===== config.mk =====
export PLATFORM = sky130hd
export DESIGN_NAME = tmr2_timer_module_two
export DESIGN_NICKNAME = d
export VERILOG_FILES = /design/src/core/tmr2_pkg.sv /design/src/core/tmr2_edge_sync.sv /design/src/core/tmr2_timer_module_two.sv
export VERILOG_INCLUDE_DIRS = /design/src /design/src/core
export SDC_FILE = /design/constraint.sdc
export NUM_CORES = 1
export LEC_CHECK = 0
export BUFFER_PORTS_ARGS = -buffer_cell sky130_fd_sc_hd__buf_4
export CAP_MARGIN = 10
export CORE_MARGIN = 1
export CORE_UTILIZATION = 51
export DETAILED_ROUTE_END_ITERATION = 12
export PLACE_DENSITY = 0.74
export REMOVE_ABC_BUFFERS = 1
export SLEW_MARGIN = 10
export SYNTH_ARGS = -nofsm -noshare
export SYNTH_HDL_FRONTEND = slang
export SYNTH_SLANG_ARGS = --single-unit

===== constraint.sdc =====
create_clock -name core_clk -period 3.3 [get_ports core_clk]
set_input_delay 0.495 -clock core_clk [delete_from_list [all_inputs] [get_ports core_clk]]
set_output_delay 0.495 -clock core_clk [all_outputs]
set_load 0.03 [all_outputs]

===== src/core/tmr2_regs.svh =====
// Purpose : Constants for the second timer module (aux/core timer, capture/reload)
// Assumes : 20 MHz core clock
// Notes   : Definitions only
`ifndef TMR2_REGS_SVH
`define TMR2_REGS_SVH

`define TMR2_WIDTH        16
`define TMR2_BASE_DIV     2
`define TMR2_PRE_BITS     3
`define TMR2_PRE_CNT_BITS 10
`define TMR2_ZERO         16'h0000
`define TMR2_MAX          16'hffff

`endif


===== src/core/tmr2_pkg.sv =====
// Purpose : Types for the second timer module
// Assumes : Constants live in tmr2_regs.svh
// Notes   : Clock source and edge select encodings
`default_nettype none
`include "tmr2_regs.svh"
package tmr2_pkg;
  typedef enum logic [1:0] {SRC_PRESCALE, SRC_EXT_PIN, SRC_TOGGLE, SRC_OFF} tmr2_src_t;
  typedef enum logic [1:0] {EDGE_NONE, EDGE_RISE, EDGE_FALL, EDGE_BOTH} tmr2_edge_t;

  typedef struct packed {
    logic                      run;
    tmr2_src_t                 src;
    logic [`TMR2_PRE_BITS-1:0] pre;
    logic                      down;
    logic                      extDir;
  } tmr2_tcfg_t;

  typedef struct packed {
    tmr2_edge_t capEdge;
    logic       useFirstClk;
    logic       useFirstDir;
    logic       clearAfterCap;
    logic       reloadOnWrap;
    logic       toggleOutEn;
  } tmr2_ccfg_t;
endpackage
`default_nettype wire


===== src/core/tmr2_edge_sync.sv =====
// Purpose : Two-stage sampler and edge detector for pin inputs
// Assumes : Pins held at least one sampling period per level
// Notes   : First stage read only by the second stage
`default_nettype none
module tmr2_edge_sync
(
  input  wire logic core_clk,
  input  wire logic reset_n,
  input  wire logic pinIn,
  output logic      level,
  output logic      rise,
  output logic      fall
);
  logic meta_r;
  logic sync_r;
  logic prev_r;

  always_ff @(posedge core_clk)
  begin
    if (!reset_n)
    begin
      meta_r <= 1'b0;
      sync_r <= 1'b0;
      prev_r <= 1'b0;
    end
    else
    begin
      meta_r <= pinIn;
      sync_r <= meta_r;
      prev_r <= sync_r;
    end
  end

  assign level = sync_r;
  assign rise  = sync_r & ~prev_r;
  assign fall  = ~sync_r & prev_r;
endmodule // tmr2_edge_sync
`default_nettype wire


===== src/core/tmr2_timer_module_two.sv =====
// Purpose : Second timer module: aux timer, core timer, capture/reload register
// Assumes : Config ports static while timers run; pins synchronous-ish, resampled here
// Notes   : Overview of operation
// Overview of operation
// - Two timers plus capture/reload, prescaled or external clock, finest 2 clocks.
// - Direction set by software or by external direction pin level.
// - Core toggle latch inverts on each core overflow or underflow.
// - Toggle latch clocks aux timer and/or drives the toggle output pin.
// - Core overflow/underflow pulse offered as count clock to compare unit two.
// - Core wrap may reload core timer from capture/reload register.
// - Capture pin transition copies aux timer count into capture/reload register.
// - Optional clear of aux timer after capture, otherwise it keeps counting.
// - First module core clock/direction input edges may also trigger capture.
// - Both timers are sixteen bits wide.
`default_nettype none
`include "tmr2_regs.svh"
module tmr2_timer_module_two
  import tmr2_pkg::*;
(
  input  wire logic                   core_clk,
  input  wire logic                   reset_n,
  input  wire tmr2_tcfg_t             auxCfg,
  input  wire tmr2_tcfg_t             coreCfg,
  input  wire tmr2_ccfg_t             capCfg,
  input  wire logic                   auxClkPin,
  input  wire logic                   coreClkPin,
  input  wire logic                   auxDirPin,
  input  wire logic                   coreDirPin,
  input  wire logic                   captureInputPin,
  input  wire logic                   firstCoreClockInput,
  input  wire logic                   firstCoreDirectionInput,
  output logic [`TMR2_WIDTH-1:0]      auxTimer_r,
  output logic [`TMR2_WIDTH-1:0]      coreTimer_r,
  output logic [`TMR2_WIDTH-1:0]      captureReloadReg_r,
  output logic                        coreToggleLatch_r,
  output logic                        toggleOutputPin_r,
  output logic                        coreWrapPulse_r,
  output logic                        captureEvent_r
);
  // --------------------------------------------------------------
  // Input sampling
  // --------------------------------------------------------------
  logic auxClkRise, coreClkRise, capRise, capFall;
  logic fClkRise, fClkFall, fDirRise, fDirFall;
  logic auxDirLvl, coreDirLvl;

  tmr2_edge_sync uAuxClk
  (
    .core_clk (core_clk),
    .reset_n  (reset_n),
    .pinIn    (auxClkPin),
    .level    (),
    .rise     (auxClkRise),
    .fall     ()
  );

  tmr2_edge_sync uCoreClk
  (
    .core_clk (core_clk),
    .reset_n  (reset_n),
    .pinIn    (coreClkPin),
    .level    (),
    .rise     (coreClkRise),
    .fall     ()
  );

  tmr2_edge_sync uAuxDir
  (
    .core_clk (core_clk),
    .reset_n  (reset_n),
    .pinIn    (auxDirPin),
    .level    (auxDirLvl),
    .rise     (),
    .fall     ()
  );

  tmr2_edge_sync uCoreDir
  (
    .core_clk (core_clk),
    .reset_n  (reset_n),
    .pinIn    (coreDirPin),
    .level    (coreDirLvl),
    .rise     (),
    .fall     ()
  );

  tmr2_edge_sync uCap
  (
    .core_clk (core_clk),
    .reset_n  (reset_n),
    .pinIn    (captureInputPin),
    .level    (),
    .rise     (capRise),
    .fall     (capFall)
  );

  tmr2_edge_sync uFClk
  (
    .core_clk (core_clk),
    .reset_n  (reset_n),
    .pinIn    (firstCoreClockInput),
    .level    (),
    .rise     (fClkRise),
    .fall     (fClkFall)
  );

  tmr2_edge_sync uFDir
  (
    .core_clk (core_clk),
    .reset_n  (reset_n),
    .pinIn    (firstCoreDirectionInput),
    .level    (),
    .rise     (fDirRise),
    .fall     (fDirFall)
  );

  // --------------------------------------------------------------
  // Prescaler: base tick every 2 clocks, then divide by 2**pre
  // --------------------------------------------------------------
  // Shared by both timers: a new pre value may give one short first period
  logic                           baseTick_r;
  logic [`TMR2_PRE_CNT_BITS-1:0]  preCnt_r;

  always_ff @(posedge core_clk)
  begin
    if (!reset_n)
    begin
      baseTick_r <= 1'b0;
      preCnt_r   <= '0;
    end
    else
    begin
      baseTick_r <= ~baseTick_r;
      if (baseTick_r)
        preCnt_r <= preCnt_r + 1'b1;
    end
  end

  // Tick when all low prescaler bits below the selected stage are ones
  function automatic logic preTick(input logic [`TMR2_PRE_BITS-1:0] pre);
    logic [`TMR2_PRE_CNT_BITS-1:0] mask;
    mask = ({`TMR2_PRE_CNT_BITS{1'b1}} << pre);
    preTick = baseTick_r & ((preCnt_r | mask) == {`TMR2_PRE_CNT_BITS{1'b1}});
  endfunction

  // Direction: pin level overrides when selected, pin high counts down
  function automatic logic isDown(input tmr2_tcfg_t cfg, input logic dirLvl);
    isDown = cfg.extDir ? dirLvl : cfg.down;
  endfunction

  // --------------------------------------------------------------
  // Count enables
  // --------------------------------------------------------------
  logic coreCnt, auxCnt, coreDn, auxDn, coreWrap, capTrig;

  always_comb
  begin
    coreCnt = 1'b0;
    case (coreCfg.src)
      SRC_PRESCALE: coreCnt = preTick(coreCfg.pre);
      SRC_EXT_PIN:  coreCnt = coreClkRise;
      default:      coreCnt = 1'b0;
    endcase
    coreCnt = coreCnt & coreCfg.run;
  end

  always_comb
  begin
    auxCnt = 1'b0;
    case (auxCfg.src)
      SRC_PRESCALE: auxCnt = preTick(auxCfg.pre);
      SRC_EXT_PIN:  auxCnt = auxClkRise;
      SRC_TOGGLE:   auxCnt = coreWrap;
      default:      auxCnt = 1'b0;
    endcase
    auxCnt = auxCnt & auxCfg.run;
  end

  assign coreDn   = isDown(coreCfg, coreDirLvl);
  assign auxDn    = isDown(auxCfg, auxDirLvl);
  assign coreWrap = coreCnt & (coreDn ? (coreTimer_r == `TMR2_ZERO)
                                      : (coreTimer_r == `TMR2_MAX));

  // --------------------------------------------------------------
  // Capture trigger
  // --------------------------------------------------------------
  always_comb
  begin
    capTrig = 1'b0;
    case (capCfg.capEdge)
      EDGE_RISE: capTrig = capRise;
      EDGE_FALL: capTrig = capFall;
      EDGE_BOTH: capTrig = capRise | capFall;
      default:   capTrig = 1'b0;
    endcase
    if (capCfg.useFirstClk && (fClkRise || fClkFall))
      capTrig = 1'b1;
    if (capCfg.useFirstDir && (fDirRise || fDirFall))
      capTrig = 1'b1;
  end

  // --------------------------------------------------------------
  // Core timer and toggle latch
  // --------------------------------------------------------------
  always_ff @(posedge core_clk)
  begin
    if (!reset_n)
      coreTimer_r <= `TMR2_ZERO;
    // Reload takes the place of the wrap value; the latch still toggles
    else if (coreWrap && capCfg.reloadOnWrap)
      coreTimer_r <= captureReloadReg_r;
    else if (coreCnt)
      coreTimer_r <= coreDn ? coreTimer_r - 1'b1 : coreTimer_r + 1'b1;
  end

  always_ff @(posedge core_clk)
  begin
    if (!reset_n)
    begin
      coreToggleLatch_r <= 1'b0;
      toggleOutputPin_r <= 1'b0;
      coreWrapPulse_r   <= 1'b0;
    end
    else
    begin
      if (coreWrap)
        coreToggleLatch_r <= ~coreToggleLatch_r;
      // Pin follows the latch value after this edge; held low when disabled
      toggleOutputPin_r <= capCfg.toggleOutEn & (coreToggleLatch_r ^ coreWrap);
      coreWrapPulse_r   <= coreWrap;
    end
  end

  // --------------------------------------------------------------
  // Aux timer and capture/reload register
  // --------------------------------------------------------------
  always_ff @(posedge core_clk)
  begin
    if (!reset_n)
      auxTimer_r <= `TMR2_ZERO;
    // Clear wins over a count in the same cycle; the register keeps the old count
    else if (capTrig && capCfg.clearAfterCap)
      auxTimer_r <= `TMR2_ZERO;
    else if (auxCnt)
      auxTimer_r <= auxDn ? auxTimer_r - 1'b1 : auxTimer_r + 1'b1;
  end

  always_ff @(posedge core_clk)
  begin
    if (!reset_n)
    begin
      captureReloadReg_r <= `TMR2_ZERO;
      captureEvent_r     <= 1'b0;
    end
    else
    begin
      if (capTrig)
        captureReloadReg_r <= auxTimer_r;
      captureEvent_r <= capTrig;
    end
  end
endmodule // tmr2_timer_module_two
`default_nettype wire


==> metrics <==
outcome=completed; Yosys top cell by area=dfxtp_1; Avg Inst Size Synth=8.68 µm²; RSZ-0062 raised after global routing=no; Tightest Hold Check Type=primary input to flop; DR vias/cell=5.67; hpwl dp=8420 µm; Finished Core Util=66.3%; clk_lat worst skew=360 ps; final setup fails=0; most frequent CP cell=a21oi_1; die width=95.9 µm; top_reg_cell synth=dfxtp_1; Placer Congestion=0.935; clk sinks=79; Finished Cell Area=5560 µm²; clk slew on worst S/H paths=80 ps; Max Freq=339 MHz; Setup crit end kind=flop; EDFF count, synth=0; Async S/R FF share, synth=0%; share of layout cells above drive strength 1=20.9%; slew of the pin with the lowest slew margin=626 ps; Fin. Hold Viols=0; CTS tree=done; Max FO, Critical Path=12; I/O Pins=84; minimum period implied by the final worst setup slack=2950 ps; count leader, synth=dfxtp_1; Diodes inserted=0; Finished Layout Cells=723; clk buf depth=2; total global routing overflow=0; Initial Util=53.6%; Post-DRT Antenna Nets=0; initial antenna violation count=0; Power Total=1.95 mW; peak supply drop=189 µV; CP cell instances=mux2i_1, inv_1, buf_4, ha_1, a21oi_1, a21oi_1, a211oi_2, a211o_1, o211ai_1, or4b_1, a31oi_1, nor3b_2; P&R area growth vs syn=23.6%; Core ar.=8380 µm²; fin crit share=89.5%; GRT Util Overall=26.5%; Iteration-0 DRC Markers=199; placed cell area=5360 µm²; Synthesis Warnings=0; Post-Place Worst Slack=-41.1 ps; max-slew violations=0; pwr dens=352 nW/µm²; first drt pass iteration count=5; LEAKAGE=2.48 nW; required time of the critical path=3550 ps; CP Launch Type=flop; Data arrival, critical path=3200 ps; Synth area leaders=dfxtp_1 (35%), ha_1 (8.6%), mux2i_1 (6.9%); Final Skew=12.4 ps; sequential area share after synthesis=35.2%; Synth top cells by count=dfxtp_1 (79), nor2_1 (59), nand2_1 (33), ha_1 (31), mux2i_1 (31); setup slack after layout=347 ps; Yosys cell types=64; Root Buffer=clkbuf_8; Hold Slack=344 ps; critical path class=flop to flop; TritonCTS Buffers=9; vias in the first global route=3840; Buf/Inv on CP=2; postcts setup bufs=0; max-cap violations=0; CP peak stage delay=540 ps; Relative slew margins=58.0%; FF+latch area=1580 µm²; CP top delay family=compound AO/OA/AOI/OAI gates; drc violations=0; Setup TNS=0 ps; FF+latch count, synth=79; number of placement rows=33; H-tree Lvls=3; mapped cell area=4500 µm²; first-pass GRT wire length=18800 µm; Die Area=9200 µm²; via count of the routed design=4096; fill count=714; Multi-input gate area=2790 µm²; Placed Cells=707; nets=678; DR WL/cell=15.7 µm; die span in y=95.9 µm; top-area cell type share of the netlist area=35.2%; slowest stage cell on the critical path=or4b_1; largest net degree at the start of global routing=38; Mapped Cells=518; Total Wirelength=11400 µm; IO Port Bufs=83
[timing repair]
action                                 in CTS  in global routing
endpoints found under the hold margin       0                  0
hold buffers                                0                  0
resized for setup                           0                  1
setup endpoints to repair                   0                  1
[path summary, 6_finish.rpt]
kind | end | cells after the start | slack, ps | startpoint
worst max-delay path | auxTimer_r[15] | 12 | 350 | uAuxDir.level
worst min-delay path | uCap.meta_r | 2 | 340 | captureInputPin
worst max register to register | auxTimer_r[15] | 12 | 350 | uAuxDir.level
worst min register to register | uCap.level | 1 | 430 | uCap.meta_r
[worst reg2reg max path: stages (launching register included)]
cell	delay, ps
dfxtp_1	300
mux2i_1	180
inv_1	140
buf_4	210
ha_1	360
a21oi_1	200
a21oi_1	110
a211oi_2	230
a211o_1	170
o211ai_1	120
or4b_1	540
a31oi_1	210
nor3b_2	60
[cell usage in the layout, fill, tap and decap left out, types with 3 or more instances in the layout]
cell type / count
nor3_1: 10
inv_1: 22
nor4_1: 7
buf_4: 101
xnor2_1: 14
and3_1: 6
and2_1: 24
a31oi_1: 7
nand3_1: 12
o21ai_0: 24
clkbuf_8: 9
nand4_1: 8
nor2b_1: 5
a21boi_0: 6
clkinv_2: 3
a21o_1: 7
nand2_1: 33
or3_1: 4
o21a_1: 7
o21bai_1: 3
a211o_1: 3
a21oi_1: 23
xor2_1: 11
nor2_1: 59
a211oi_1: 5
ha_1: 31
a311oi_1: 3
mux2i_1: 31
nand3b_1: 3
a41oi_1: 3
o211ai_1: 4
dfxtp_1: 79
nand2b_1: 6
[cells by family after synthesis]
logic type | after synthesis | share of synthesized area, %
and+or+nand+nor | 188 | 21.2
muxes | 33 | 7.40
AOI/OAI and AO/OA | 119 | 18.2
buffers and inverters | 41 | 3.64
xor gates and xnor gates | 25 | 4.87
adders and majority gates | 33 | 9.52
DFF | 79 | 35.2
[power by group]
group	internal (mW)	leakage (nW)	switching (mW)	total (mW)
registers	0.969	0.641	0.0133	0.983
logic	0.123	1.75	0.142	0.265
clock network	0.347	0.0960	0.359	0.706
total	1.44	2.48	0.515	1.95
[final cells by class]
| cell class | instances | share of cell area (%) |
|---|---|---|
| timing repair buffer | 102 | 14.0 |
| inverter | 23 | 1.55 |
| clock inverter | 6 | 1.10 |
| tap | 105 | 2.36 |
| clock buffer | 10 | 2.30 |
| sequential | 79 | 28.5 |
| multi-input combinational | 398 | 50.2 |
[state kept, by name, summed over array words and instances, names as in the netlist, 7 cells and up]
name	count
auxTimer_r	16
captureReloadReg_r	16
coreTimer_r	16
preCnt_r	7
[routing by layer]
| layer | vias up | GRT usage, % | share of wire, % |
|---|---|---|---|
| li1 | 2059 | - | - |
| met1 | 1918 | 35.4 | 46 |
| met2 | 108 | 43.9 | 48 |
| met3 | 11 | 5.06 | 4.7 |
| met4 | 0 | 7.09 | 1.2 |
| met5 | - | 0 | 0 |
No activity file was read; power rests on OpenSTA's default activity.
